## config.mk

```make
export PLATFORM = sky130hd
export DESIGN_NAME = pma_monitor
export DESIGN_NICKNAME = d
export VERILOG_FILES = /design/src/inc/pma_pkg.sv /design/src/pma_calc.sv /design/src/pma_alert.sv /design/src/pma_monitor.sv
export SDC_FILE = /design/constraint.sdc
export NUM_CORES = 2
export LEC_CHECK = 0
export BUFFER_PORTS_ARGS = -buffer_cell sky130_fd_sc_hd__buf_2
export CORE_MARGIN = 4
export CORE_UTILIZATION = 35
export CTS_BUF_LIST = sky130_fd_sc_hd__clkbuf_4
export CTS_CLUSTER_DIAMETER = 200
export DETAILED_ROUTE_END_ITERATION = 16
export HOLD_SLACK_MARGIN = 0.03
export PLACE_DENSITY = 0.45
export REMOVE_ABC_BUFFERS = 1
export SLEW_MARGIN = 20
export SYNTH_ARGS = -nofsm -noshare
export SYNTH_HDL_FRONTEND = slang
export SYNTH_SLANG_ARGS = --single-unit
```

## constraint.sdc

```tcl
create_clock -name mclk_in -period 80.6 [get_ports mclk_in]
set_input_delay 4.03 -clock mclk_in [delete_from_list [all_inputs] [get_ports mclk_in]]
set_output_delay 4.03 -clock mclk_in [all_outputs]
set_load 0.02 [all_outputs]
```

## src/inc/pma_pkg.sv

```systemverilog
package pma_pkg;

  // ===========================================================
  // register offsets
  localparam logic [7:0] PMA_OFS_CONFIG  = 8'h00;
  localparam logic [7:0] PMA_OFS_SHUNT   = 8'h01;
  localparam logic [7:0] PMA_OFS_BUS     = 8'h02;
  localparam logic [7:0] PMA_OFS_POWER   = 8'h03;
  localparam logic [7:0] PMA_OFS_CURRENT = 8'h04;
  localparam logic [7:0] PMA_OFS_CAL     = 8'h05;
  localparam logic [7:0] PMA_OFS_MASK    = 8'h06;
  localparam logic [7:0] PMA_OFS_LIMIT   = 8'h07;

  // ===========================================================
  // reset values
  localparam logic [15:0] PMA_CONFIG_RST = 16'h0127;
  localparam logic [15:0] PMA_MASK_RST   = 16'h0000;
  localparam logic [15:0] PMA_CAL_RST    = 16'h0000;
  localparam logic [15:0] PMA_LIMIT_RST  = 16'h0000;

  // ===========================================================
  // field layouts (msb first)
  typedef struct packed {
    logic [3:0] rsv;
    logic [2:0] avg;
    logic [2:0] bus_ct;
    logic [2:0] shunt_ct;
    logic [2:0] mode;     // bit0 shunt, bit1 bus, bit2 continuous
  } pma_config_t;

  typedef struct packed {
    logic       shunt_over_limit_en;   // d15
    logic       shunt_under_limit_en;  // d14
    logic       bus_over_limit_en;     // d13
    logic       bus_under_limit_en;    // d12
    logic       power_over_limit_en;   // d11
    logic       conv_ready_alert_en;   // d10
    logic [4:0] rsv_hi;
    logic       limit_violation_flag;  // d4
    logic       conv_ready_flag;       // d3
    logic       rsv_lo;
    logic       alert_active_level;    // d1
    logic       alert_latch_en;        // d0
  } pma_mask_t;

  typedef struct packed {
    logic [15:0] shunt;
    logic [15:0] bus;
    logic [15:0] current;
    logic [15:0] power;
  } pma_meas_t;

  typedef enum logic [2:0] {
    PMA_ST_OFF,
    PMA_ST_SHUNT,
    PMA_ST_BUS,
    PMA_ST_CALC,
    PMA_ST_ACC
  } pma_state_t;

  // ===========================================================
  // timing and scaling
  localparam int PMA_CLK_MHZ = 10;
  localparam int PMA_CT_US [0:7] = '{140, 204, 332, 588,
                                     1100, 2116, 4156, 8244};
  localparam int PMA_CT_CYC [0:7] = '{
    PMA_CT_US[0] * PMA_CLK_MHZ, PMA_CT_US[1] * PMA_CLK_MHZ,
    PMA_CT_US[2] * PMA_CLK_MHZ, PMA_CT_US[3] * PMA_CLK_MHZ,
    PMA_CT_US[4] * PMA_CLK_MHZ, PMA_CT_US[5] * PMA_CLK_MHZ,
    PMA_CT_US[6] * PMA_CLK_MHZ, PMA_CT_US[7] * PMA_CLK_MHZ};
  // averages 1,4,16,64,128,256,512,1024 as shifts
  localparam logic [3:0] PMA_AVG_SHIFT [0:7] = '{4'h0, 4'h2, 4'h4, 4'h6,
                                                 4'h7, 4'h8, 4'h9, 4'ha};
  localparam int PMA_CUR_SHIFT = 11;     // divide by 2048
  localparam int PMA_PWR_DIV   = 20000;

endpackage

```

## src/pma_calc.sv

```systemverilog
`timescale 1ns/1ps
module pma_calc
  import pma_pkg::*;
(
  input  wire logic        mclk_in,      // system clock
  input  wire logic        rst_in,       // sync reset, high
  input  wire logic [15:0] shunt_in,     // shunt sample code
  input  wire logic [15:0] bus_in,       // bus sample code
  input  wire logic [15:0] cal_in,       // calibration value
  output logic      [15:0] current_out,  // current code
  output logic      [15:0] power_out     // power code
);

  typedef struct packed {
    logic [15:0] current;
    logic [15:0] power;
  } pma_calc_s_t;

  pma_calc_s_t        s_q;
  pma_calc_s_t        s_d;
  logic signed [32:0] prod;
  logic signed [32:0] prod_adj;
  logic signed [21:0] cur_full;
  logic        [16:0] cur_mag;
  logic        [32:0] pwr_prod;
  logic        [32:0] pwr_full;

  // ===========================================================
  // current and power
  always_comb begin
    s_d = s_q;
    prod = $signed(shunt_in) * $signed({1'b0, cal_in});
    // truncate toward zero like an integer divide
    prod_adj = prod[32] ? prod + 33'sd2047 : prod;
    cur_full = 22'(prod_adj >>> PMA_CUR_SHIFT);
    s_d.current = cur_full[15:0];
    cur_mag = cur_full[15] ? 17'(-$signed({cur_full[15], cur_full[15:0]}))
                           : {1'b0, cur_full[15:0]};
    // power scaling, gives 25x current step
    pwr_prod = 33'({16'h0000, cur_mag} * {17'h00000, bus_in});
    pwr_full = pwr_prod / 33'(PMA_PWR_DIV);
    s_d.power = pwr_full[15:0];
  end

  always_ff @(posedge mclk_in) begin
    if (rst_in) begin
      s_q <= '0;
    end else begin
      s_q <= s_d;
    end
  end

  assign current_out = s_q.current;
  assign power_out   = s_q.power;

endmodule // pma_calc

```

## src/pma_alert.sv

```systemverilog
`timescale 1ns/1ps
module pma_alert
  import pma_pkg::*;
(
  input  wire pma_mask_t   sel_in,     // alert function selection
  input  wire logic [15:0] limit_in,   // alert threshold
  input  wire logic [15:0] shunt_in,   // per-sample shunt code
  input  wire logic [15:0] bus_in,     // per-sample bus code
  input  wire logic [15:0] power_in,   // per-sample power code
  input  wire logic        shunt_new_in, // shunt converted this set
  input  wire logic        bus_new_in, // bus converted this set
  output logic             hit_out,    // a comparison applies
  output logic             viol_out    // comparison violates limit
);

  // ===========================================================
  // priority comparator
  always_comb begin
    hit_out  = 1'b0;
    viol_out = 1'b0;
    if (sel_in.shunt_over_limit_en) begin
      hit_out  = shunt_new_in;
      viol_out = $signed(shunt_in) > $signed(limit_in);
    end else if (sel_in.shunt_under_limit_en) begin
      hit_out  = shunt_new_in;
      viol_out = $signed(shunt_in) < $signed(limit_in);
    end else if (sel_in.bus_over_limit_en) begin
      hit_out  = bus_new_in;
      viol_out = bus_in > limit_in;
    end else if (sel_in.bus_under_limit_en) begin
      hit_out  = bus_new_in;
      viol_out = bus_in < limit_in;
    end else if (sel_in.power_over_limit_en) begin
      hit_out  = bus_new_in;
      viol_out = power_in > limit_in;
    end
  end

endmodule // pma_alert

```

## src/pma_monitor.sv

```systemverilog
`timescale 1ns/1ps
module pma_monitor
  import pma_pkg::*;
#(
  // cycles per conversion time code; shorten for simulation
  parameter int CONV_CYC [0:7] = PMA_CT_CYC
) (
  input  wire logic        mclk_in,        // system clock, 10 MHz
  input  wire logic        rst_in,         // sync reset, high
  input  wire logic [7:0]  reg_addr_in,    // register pointer
  input  wire logic        reg_wr_in,      // write strobe
  input  wire logic        reg_rd_in,      // read strobe
  input  wire logic [15:0] reg_wdata_in,   // write data
  output logic      [15:0] reg_rdata_out,  // read data, next cycle
  output logic             adc_busy_out,   // converter running
  output logic             adc_sel_out,    // 0 shunt, 1 bus
  output logic             adc_sample_out, // conversion end pulse
  input  wire logic [15:0] adc_data_in,    // converter result
  output logic             alert_out,      // open-drain level, low
  output logic             alert_oe_out    // high pulls pin low
);

  typedef struct packed {
    pma_state_t         st;
    logic [16:0]        timer;
    logic [9:0]         avg_cnt;
    pma_config_t        config_r;
    pma_mask_t          mask;
    logic [15:0]        cal;
    logic [15:0]        limit;
    logic [15:0]        shunt_smp;
    logic [15:0]        bus_smp;
    logic               shunt_new;
    logic               bus_new;
    logic signed [26:0] acc_shunt;
    logic signed [26:0] acc_bus;
    logic signed [26:0] acc_cur;
    logic signed [26:0] acc_pwr;
    pma_meas_t          res;
    logic [15:0]        rdata;
    logic               sample;
    logic               alert_oe;
  } pma_mon_s_t;

  pma_mon_s_t  s_q;
  pma_mon_s_t  s_d;
  logic [15:0] calc_cur;
  logic [15:0] calc_pwr;
  logic        cmp_hit;
  logic        cmp_viol;
  logic        cfg_wr;
  logic        mask_rd;
  logic        conv_end;
  logic [16:0] conv_last;
  logic [9:0]  avg_last;
  logic [3:0]  shamt;
  logic        pd_write;
  logic        set_aff;
  logic        clr_aff;
  logic        alert_asserted;
  pma_config_t wcfg;

  // ===========================================================
  // helpers
  // first conversion of a set for a given mode
  function automatic pma_state_t first_state(input logic [2:0] mode);
    if (mode[0]) begin
      return PMA_ST_SHUNT;
    end else if (mode[1]) begin
      return PMA_ST_BUS;
    end else begin
      return PMA_ST_OFF;
    end
  endfunction

  function automatic logic [26:0] sext16(input logic [15:0] v);
    return {{11{v[15]}}, v};
  endfunction

  // ===========================================================
  // arithmetic and comparison
  pma_calc u_calc (
    .mclk_in     (mclk_in),
    .rst_in      (rst_in),
    .shunt_in    (s_q.shunt_smp),
    .bus_in      (s_q.bus_smp),
    .cal_in      (s_q.cal),
    .current_out (calc_cur),
    .power_out   (calc_pwr)
  );

  pma_alert u_alert (
    .sel_in       (s_q.mask),
    .limit_in     (s_q.limit),
    .shunt_in     (s_q.shunt_smp),
    .bus_in       (s_q.bus_smp),
    .power_in     (calc_pwr),
    .shunt_new_in (s_q.shunt_new),
    .bus_new_in   (s_q.bus_new),
    .hit_out      (cmp_hit),
    .viol_out     (cmp_viol)
  );

  // ===========================================================
  // next state
  always_comb begin
    s_d      = s_q;
    s_d.sample = 1'b0;
    cfg_wr   = reg_wr_in && (reg_addr_in == PMA_OFS_CONFIG);
    mask_rd  = reg_rd_in && (reg_addr_in == PMA_OFS_MASK);
    wcfg     = pma_config_t'(reg_wdata_in);
    pd_write = cfg_wr && (wcfg.mode[1:0] == 2'b00);
    set_aff  = 1'b0;
    clr_aff  = 1'b0;
    shamt    = PMA_AVG_SHIFT[s_q.config_r.avg];
    avg_last = 10'((11'h001 << shamt) - 11'h001);

    if (s_q.st == PMA_ST_BUS) begin
      conv_last = 17'(CONV_CYC[s_q.config_r.bus_ct] - 1);
    end else begin
      conv_last = 17'(CONV_CYC[s_q.config_r.shunt_ct] - 1);
    end
    conv_end = (s_q.timer == conv_last);

    // register reads
    if (reg_rd_in) begin
      case (reg_addr_in)
        PMA_OFS_CONFIG:  s_d.rdata = s_q.config_r;
        PMA_OFS_SHUNT:   s_d.rdata = s_q.res.shunt;
        PMA_OFS_BUS:     s_d.rdata = s_q.res.bus;
        PMA_OFS_POWER:   s_d.rdata = s_q.res.power;
        PMA_OFS_CURRENT: s_d.rdata = s_q.res.current;
        PMA_OFS_CAL:     s_d.rdata = s_q.cal;
        PMA_OFS_MASK:    s_d.rdata = s_q.mask;
        PMA_OFS_LIMIT:   s_d.rdata = s_q.limit;
        default:         s_d.rdata = 16'h0000;
      endcase
    end

    // register writes
    if (reg_wr_in) begin
      case (reg_addr_in)
        PMA_OFS_CONFIG: begin
          s_d.config_r     = wcfg;
          s_d.config_r.rsv = 4'h0;
        end
        // new calibration applies to later samples
        PMA_OFS_CAL: s_d.cal = reg_wdata_in;
        PMA_OFS_MASK: begin
          s_d.mask.shunt_over_limit_en  = reg_wdata_in[15];
          s_d.mask.shunt_under_limit_en = reg_wdata_in[14];
          s_d.mask.bus_over_limit_en    = reg_wdata_in[13];
          s_d.mask.bus_under_limit_en   = reg_wdata_in[12];
          s_d.mask.power_over_limit_en  = reg_wdata_in[11];
          s_d.mask.conv_ready_alert_en  = reg_wdata_in[10];
          s_d.mask.alert_active_level   = reg_wdata_in[1];
          s_d.mask.alert_latch_en       = reg_wdata_in[0];
        end
        PMA_OFS_LIMIT: s_d.limit = reg_wdata_in;
        default: ;
      endcase
    end

    // conversion sequencer
    case (s_q.st)
      PMA_ST_OFF: begin
        s_d.timer = 17'h00000;
        // continuous modes leave idle by themselves, e.g. after reset
        if (s_q.config_r.mode[2]) begin
          s_d.st = first_state(s_q.config_r.mode);
        end
      end
      PMA_ST_SHUNT: begin
        s_d.timer = 17'(s_q.timer + 17'h00001);
        if (conv_end) begin
          s_d.timer     = 17'h00000;
          s_d.sample    = 1'b1;
          s_d.shunt_smp = adc_data_in;
          s_d.shunt_new = 1'b1;
          s_d.st = s_q.config_r.mode[1] ? PMA_ST_BUS : PMA_ST_CALC;
        end
      end
      PMA_ST_BUS: begin
        s_d.timer = 17'(s_q.timer + 17'h00001);
        if (conv_end) begin
          s_d.timer   = 17'h00000;
          s_d.sample  = 1'b1;
          s_d.bus_smp = adc_data_in;
          s_d.bus_new = 1'b1;
          s_d.st      = PMA_ST_CALC;
        end
      end
      PMA_ST_CALC: begin
        // one cycle for the registered multiplier
        s_d.st = PMA_ST_ACC;
      end
      PMA_ST_ACC: begin
        // compare raw sample, not the average
        if (cmp_hit) begin
          if (cmp_viol) begin
            set_aff = 1'b1;
          end else if (!s_q.mask.alert_latch_en) begin
            clr_aff = 1'b1;
          end
        end
        s_d.acc_shunt = 27'(s_q.acc_shunt + sext16(s_q.shunt_smp));
        s_d.acc_bus   = 27'(s_q.acc_bus + {11'h000, s_q.bus_smp});
        s_d.acc_cur   = 27'(s_q.acc_cur + sext16(calc_cur));
        s_d.acc_pwr   = 27'(s_q.acc_pwr + {11'h000, calc_pwr});
        s_d.shunt_new = 1'b0;
        s_d.bus_new   = 1'b0;
        s_d.avg_cnt   = 10'(s_q.avg_cnt + 10'h001);
        s_d.st        = first_state(s_q.config_r.mode);
        if (s_q.avg_cnt == avg_last) begin
          // load averages only when count is complete
          s_d.res.shunt   = 16'(s_d.acc_shunt >>> shamt);
          s_d.res.bus     = 16'(s_d.acc_bus >>> shamt);
          s_d.res.current = 16'(s_d.acc_cur >>> shamt);
          s_d.res.power   = 16'(s_d.acc_pwr >>> shamt);
          s_d.acc_shunt   = '0;
          s_d.acc_bus     = '0;
          s_d.acc_cur     = '0;
          s_d.acc_pwr     = '0;
          s_d.avg_cnt     = 10'h000;
          s_d.mask.conv_ready_flag = 1'b1;
          if (!s_q.config_r.mode[2]) begin
            s_d.st = PMA_ST_OFF;
          end
        end
      end
      default: begin
        s_d.st = PMA_ST_OFF;
      end
    endcase

    // a config write restarts the set, also for single shot
    if (cfg_wr) begin
      s_d.st        = first_state(wcfg.mode);
      s_d.timer     = 17'h00000;
      s_d.avg_cnt   = 10'h000;
      s_d.shunt_new = 1'b0;
      s_d.bus_new   = 1'b0;
      s_d.acc_shunt = '0;
      s_d.acc_bus   = '0;
      s_d.acc_cur   = '0;
      s_d.acc_pwr   = '0;
    end

    // ready flag clear; a set in the same cycle wins
    if ((cfg_wr && !pd_write) || mask_rd) begin
      if (!(s_q.st == PMA_ST_ACC && s_q.avg_cnt == avg_last)) begin
        s_d.mask.conv_ready_flag = 1'b0;
      end
    end

    // latched flag cleared by config write or mask read
    if (s_q.mask.alert_latch_en && (cfg_wr || mask_rd)) begin
      clr_aff = 1'b1;
    end
    // violation sets flag, set beats clear
    if (set_aff) begin
      s_d.mask.limit_violation_flag = 1'b1;
    end else if (clr_aff) begin
      s_d.mask.limit_violation_flag = 1'b0;
    end
    s_d.mask.rsv_hi = 5'h00;
    s_d.mask.rsv_lo = 1'b0;

    // either cause drives the shared pin
    // ready ignored unless its enable is set
    alert_asserted = s_d.mask.limit_violation_flag ||
                     (s_d.mask.conv_ready_alert_en &&
                      s_d.mask.conv_ready_flag);
    // polarity: 0 asserts low, 1 asserts high
    s_d.alert_oe = s_d.mask.alert_active_level ? !alert_asserted
                                               : alert_asserted;
  end

  // ===========================================================
  // state register
  always_ff @(posedge mclk_in) begin
    if (rst_in) begin
      s_q          <= '0;
      s_q.st       <= PMA_ST_OFF;
      s_q.config_r <= pma_config_t'(PMA_CONFIG_RST);
      s_q.mask     <= pma_mask_t'(PMA_MASK_RST);
      s_q.cal      <= PMA_CAL_RST;
      s_q.limit    <= PMA_LIMIT_RST;
    end else begin
      s_q <= s_d;
    end
  end

  // ===========================================================
  // outputs
  assign reg_rdata_out  = s_q.rdata;
  assign adc_busy_out   = (s_q.st == PMA_ST_SHUNT) ||
                          (s_q.st == PMA_ST_BUS);
  assign adc_sel_out    = (s_q.st == PMA_ST_BUS);
  assign adc_sample_out = s_q.sample;
  assign alert_out      = 1'b0;
  assign alert_oe_out   = s_q.alert_oe;

endmodule // pma_monitor

```

---- Word-level counts from Yosys, hierarchy flattened ----
Memories as Yosys holds them, arrays and structs flattened.
Cells that the tools add are included.
storage, ports and cells
  memories ................................ 3
  register bits after elaboration ......... 346
  memory bits (read-only) ................. 544
  input bits .............................. 44
operators by class
  bitwise logic cells ..................... 4
  add/subtract/negate cells ............... 11
  divide/modulo/power cells ............... 1
  eq/ne operators ......................... 18
  multipliers ............................. 2
  reduce and logical (&&, ||, !) cells .... 32
  multiplexer cells ....................... 61
  magnitude comparators ................... 8
  shift-type cells ........................ 5
memory list
  memory           words  width  read ports  clocked after Yosys merged registers in  write ports  RTL line            text
  (no name shown)  8      32     1           0                                        0            pma_monitor.sv:121  conv_last = 17'(CONV_CYC[s_q.config_r.shunt_ct] - 1);
  (no name shown)  8      32     1           0                                        0            pma_monitor.sv:119  conv_last = 17'(CONV_CYC[s_q.config_r.bus_ct] - 1);
  (no name shown)  8      4      1           0                                        0            pma_monitor.sv:115  shamt = PMA_AVG_SHIFT[s_q.config_r.avg];
operators by type and width
  cell                    number
  $mux 172                1
  $pmux 16 s8             1
  $sshr 27x4->16          4
  $mux 17                 6
  $add 27x16->27          2
  $add 27x27->27          2
  $pmux 17 s3             1
  $gt 16x16->1            3
  $mux 20                 2
  $mux 34                 1
  $sub 17x2->17 const B   2
  $div 33x15->33 const B  1
  $mul 16x17->33          1
  $mul 17x16->33          1
  $eq 8x3->1 const B      4
  $lt 16x16->1            2
  $mux 16                 2
  $mux 1                  30
  $mux 30                 1
  $add 27x12->27 const B  1
  $mux 27                 1
  $mux 10                 2
  $reduce_and 2->1        9
  $add 17x1->17 const B   1
  other kinds (33)        61

---- Depth between registers and ports, before layout ----
  depth in word-level cells ............... 15
  depth in mapped cells ................... 132

---- Modules after synthesis ----
From an unflattened synthesis, not the netlist that was laid out.
unflattened totals
  cell total of the unflattened synthesis .. 6412
  area, all modules ....................... 50263.2 um^2
modules (own cells, without submodules)
  module       instances  area an instance (um^2)  cells an instance  sequential area each (um^2)
  pma_calc     1          26688.1                  3294               640.6
  pma_monitor  1          22376.5                  2964               6165.9
  pma_alert    1          1198.6                   154                0.0

---- Least setup slack after synthesis ----
Ideal clock, no wire load.
  path type ............................... flip-flop to flip-flop
  start ................................... register s_q[223] (netlist name)
  end ..................................... register u_calc.s_q (netlist bit u_calc.power_out[0])
  cell stages (with the launch flop) ...... 119
  buffers on the path ..................... 8
  data arrival time ....................... 29.067 ns
  period minus slack after synthesis ...... 29.138 ns
  path slack .............................. 51.462 ns
  cells stage by stage .................... dfxtp_1 -> clkbuf_1 -> clkinv_1 -> nor2_1 -> fa_1 -> fa_1 -> fa_1 -> fa_1 -> fa_1 -> inv_1 -> fa_1 -> inv_1 -> ha_1 -> a21oi_1 -> o21ai_0 -> a221oi_1 -> o211ai_1 -> o21ai_0 -> (+83 left out) -> o22a_1 -> or4_1 -> and2_1 -> a31oi_1 -> and2_1 -> o41ai_2 -> a21oi_2 -> o21ai_1 -> and2_1 -> buf_6 -> maj3_1 -> xnor2_1 -> a31o_2 -> mux2_1 -> a211oi_2 -> o221a_1 -> o21ai_1 -> a21oi_1
on the way
  cells in the longest elaborated chain, start to end .. 7
ends and longest elaborated chain
  what                  RTL line           text
  from (decl)           pma_monitor.sv:45  pma_mon_s_t s_q;
  $mul 16x17->33 (*)    pma_calc.sv:32     prod = $signed(shunt_in) * $signed({1'b0, cal_in});
  $add 27x12->27        pma_calc.sv:34     prod_adj = prod[32] ? prod + 33'sd2047 : prod;
  $mux 27 (*)           pma_calc.sv:34
  $neg 16->17           pma_calc.sv:37     cur_mag = cur_full[15] ? 17'(-$signed({cur_full[15], cur_full[15:0]}))
  $mux 17 (*)           pma_calc.sv:37
  $mul 17x16->33 (*)    pma_calc.sv:40     pwr_prod = 33'({16'h0000, cur_mag} * {17'h00000, bus_in});
  $div 33x15->33 (*)    pma_calc.sv:41     pwr_full = pwr_prod / 33'(PMA_PWR_DIV);
  to (signal assigned)  pma_calc.sv:47     s_q <= '0;
  to (signal assigned)  pma_calc.sv:49     s_q <= s_d;
  to (decl)             pma_calc.sv:19     pma_calc_s_t s_q;
Every way passes the cells marked *; elsewhere a longest branch is shown, timed or not.
A chain may end at the register's enable or synchronous reset.

---- Worst setup path after layout ----
  start ................................... register s_q[248] (netlist name)
  end ..................................... register u_calc.s_q (netlist bit u_calc.power_out[0])
Same word-level chain as after synthesis.

==> reports/qor.txt <==
Outcome - completed
Die Area - 139000 sq um
Fin cells - 7716
Top cell type by total area after synthesis - fa_1
Via density per instance - 5.49
Vias in the first global route - 41500
Clk slew on worst S/H paths - 0.07 ns
# nets final - 6699
Synth top area share - 17.5%
Number of synthesized flops with an enable pin - 0
RSZ-0062 raised after global routing - no
XOR/XNOR share of the synthesized area - 5.69%
Critical Path Sink Type - register
Fin crit share - 42.5%
Setup Skew - 0.0429 ns
Post-CTS Setup Bufs - 0
WP data arrival - 35.05 ns
Syn_area_per_cell - 7.81 sq um
Worst-margin pin slew - 1.18 ns
Initial DRT Pass Iterations - 6
Adder-cell share of the synthesized area - 27.5%
Core Area - 132000 sq um
Post-synthesis compound-gate area fraction - 20.5%
Final setup fails - 0
P&R area growth vs syn - 6.66%
Max_cap viols - 0
Buffers on Ports - 63
Layout cells sized above 1 - 7.41%
FP Rows - 133
Yosys cell types - 141
Crit path max fanout - 18
Vias - 42300
H-tree depth - 3
1st-iter DRT viols - 2931
Die height - 372 um
Clk Latency, worst-skew pair - 0.92 ns
Async SR Flop Fraction - 0%
Slew HR - 21.0%
Clk buf depth - 3
Worst reg2reg path depth - 112
Worst hold path type - register to register
Dominant cells by area after synthesis - fa_1 (18%), dfxtp_1 (15%), ha_1 (9.8%), nand2_1 (5.6%), a21oi_1 (5.5%)
Required time worst endpoint - 81.42 ns
Fin. max-slew vios - 0
CP startpoint kind - register
Initial antenna violation count - 7
Synth Area in Simple Gates - 20.7%
Syn. warnings - 0
Final worst setup slack - 46.38 ns
Pre-CTS WS - 46.62 ns
Synth Cell Area - 46400 sq um
R2R setup slack - 46.38 ns
Inserted Clock Buffers - 105
Final hold viol count - 0
Largest family of logic cells by synthesized area - adder cells
#FFs+latches synth - 340
Post-synthesis mux area share - 2.79%
Synth Instances - 5947
Die Width - 372 um
Gpl congestion - 0.875
Fillers - 14000
Antenna-violating nets left - 0
GR Overflow Total - 0
CTS Sinks - 340
Placed Cells - 7533
CP most frequent cell - fa_1
Crit path time final - 34.22 ns
# hold bufs at CTS - 0
Initial Utilization - 35.3%
CTS root buf - clkbuf_4
Total GRT Usage - 23.4%
CTS tree - done
Global-route wire length before repair - 254000 um
Ys flop type - dfxtp_1
DR WL/cell - 21.4 um
Max frequency - 29.2 MHz
Setup_tns - 0 ns
IO Pins - 65
Final WL - 165000 um
Hold path cells - 2
Critical path's largest stage delay - 1.08 ns
Sequential-to-total area share from yosys stat - 14.7%
Detail Placement HPWL - 125000 um
CP Class - register to register
Remaining DRCs - 0
Crit-path slowest cell - dfxtp_1
Post-cts resize count - 0
Pin count of the biggest net entering global routing - 73
[cell type report]
type | count | area [sq um] | share of cell area [%]
Antenna cell | 7 | 17.5 | 0.0354
Clock buffer | 139 | 1040 | 2.11
Clock inverter | 37 | 194 | 0.392
Inverter | 643 | 2410 | 4.87
Multi-Input combinational cell | 4665 | 36000 | 72.7
Sequential cell | 340 | 6810 | 13.8
Tap cell | 1755 | 2200 | 4.43
Timing Repair Buffer | 130 | 825 | 1.66
[flip-flops by register name, indices dropped and copies added, names as in the netlist]
name	count
reg_rdata_out	16
u_calc.current_out	16
u_calc.power_out	16
adc_sample_out	1
alert_oe_out	1
s_q	290
[cell families (layout without fill, tap and decap cells)]
| logic type | Yosys count | count (layout) |
|---|---|---|
| AOI/OAI and AO/OA | 1411 | 1411 |
| xor gates and xnor gates | 293 | 293 |
| adders and majority gates | 778 | 778 |
| buffers and inverters | 958 | 949 |
| DFF | 340 | 340 |
| muxes | 123 | 123 |
| other | 2 | 25 |
| and+or+nand+nor | 2042 | 2042 |
[metal layers]
layer  part of all wire (%)  global-route usage [%]
met4                    2.2                    5.52
met3                    4.8                    2.73
met2                     46                    37.7
met1                     47                    33.5
met5                 0.0073                       0
[worst paths after layout]
path,start,to
worst max-delay path,s_q[248],u_calc.power_out[0]
worst min-delay path,s_q[76],s_q[76]
worst max register to register,s_q[248],u_calc.power_out[0]
worst min register to register,s_q[76],s_q[76]
[cells in the final DEF (no fill, tap or decap), drive strengths merged, types with 61 or more instances in the layout]
master  netlist  layout
a211oi       63      63
a21o         61      61
a21oi       521     521
a22oi        78      78
and2        263     263
buf          73     130
clkbuf      239     139
dfxtp       340     340
fa          406     406
ha          364     364
inv         640     643
mux2i       105     105
nand2       693     693
nand3       110     110
nor2        552     552
nor3        103     103
o21ai       196     196
o21bai       78      78
xnor2       204     204
xor2         88      88
[synth_stat cells, types with 17 or more instances]
| cell type | count |
|---|---|
| or3_1 | 26 |
| o21ai_1 | 20 |
| a22o_1 | 17 |
| a22oi_1 | 76 |
| inv_1 | 640 |
| ha_1 | 364 |
| a211oi_1 | 54 |
| nand3_1 | 110 |
| mux2i_1 | 104 |
| clkbuf_1 | 239 |
| a221oi_1 | 32 |
| nor4_1 | 17 |
| o22ai_1 | 17 |
| fa_1 | 406 |
| nor2b_1 | 45 |
| nand4_1 | 43 |
| xor2_1 | 87 |
| o21bai_1 | 77 |
| o21a_1 | 30 |
| and3_1 | 50 |
| nand2_1 | 692 |
| xnor2_1 | 198 |
| buf_4 | 32 |
| a21oi_1 | 514 |
| o21ai_0 | 172 |
| nand2b_1 | 37 |
| dfxtp_1 | 340 |
| nor2_1 | 548 |
| and2_1 | 263 |
| buf_1 | 23 |
| nor3_1 | 101 |
| a31oi_1 | 41 |
| or2_2 | 18 |
| a21o_1 | 60 |
| o211ai_1 | 48 |
[metrics by stage]
| step | hold WS [ns] | cell area [sq um] | util (%) |
|---|---|---|---|
| 2_1_floorplan | 0.422 | 45100 | - |
| 3_3_place_gp | 0.441 | 48300 | 36.7 |
| 3_5_place_dp | 0.446 | 48300 | 36.7 |
| 4_1_cts | 0.455 | 49500 | 37.6 |
| 5_1_grt | 0.480 | 49500 | 37.6 |
| 6_report | 0.456 | 49500 | 37.6 |
[critical path: cells and delay by family (launching register included)]
kind	cells	cell delay, ns
flops	1	1.08
simple gates	30	6.07
buf+inv	8	0.70
mux	2	0.87
xor+xnor	8	3.82
compound gates	49	13.99
fa+ha+maj	15	7.55
Power is left out: the tool's default activity adds up to more than one toggle a clock period on the data nets, which glitch-free logic cannot reach.
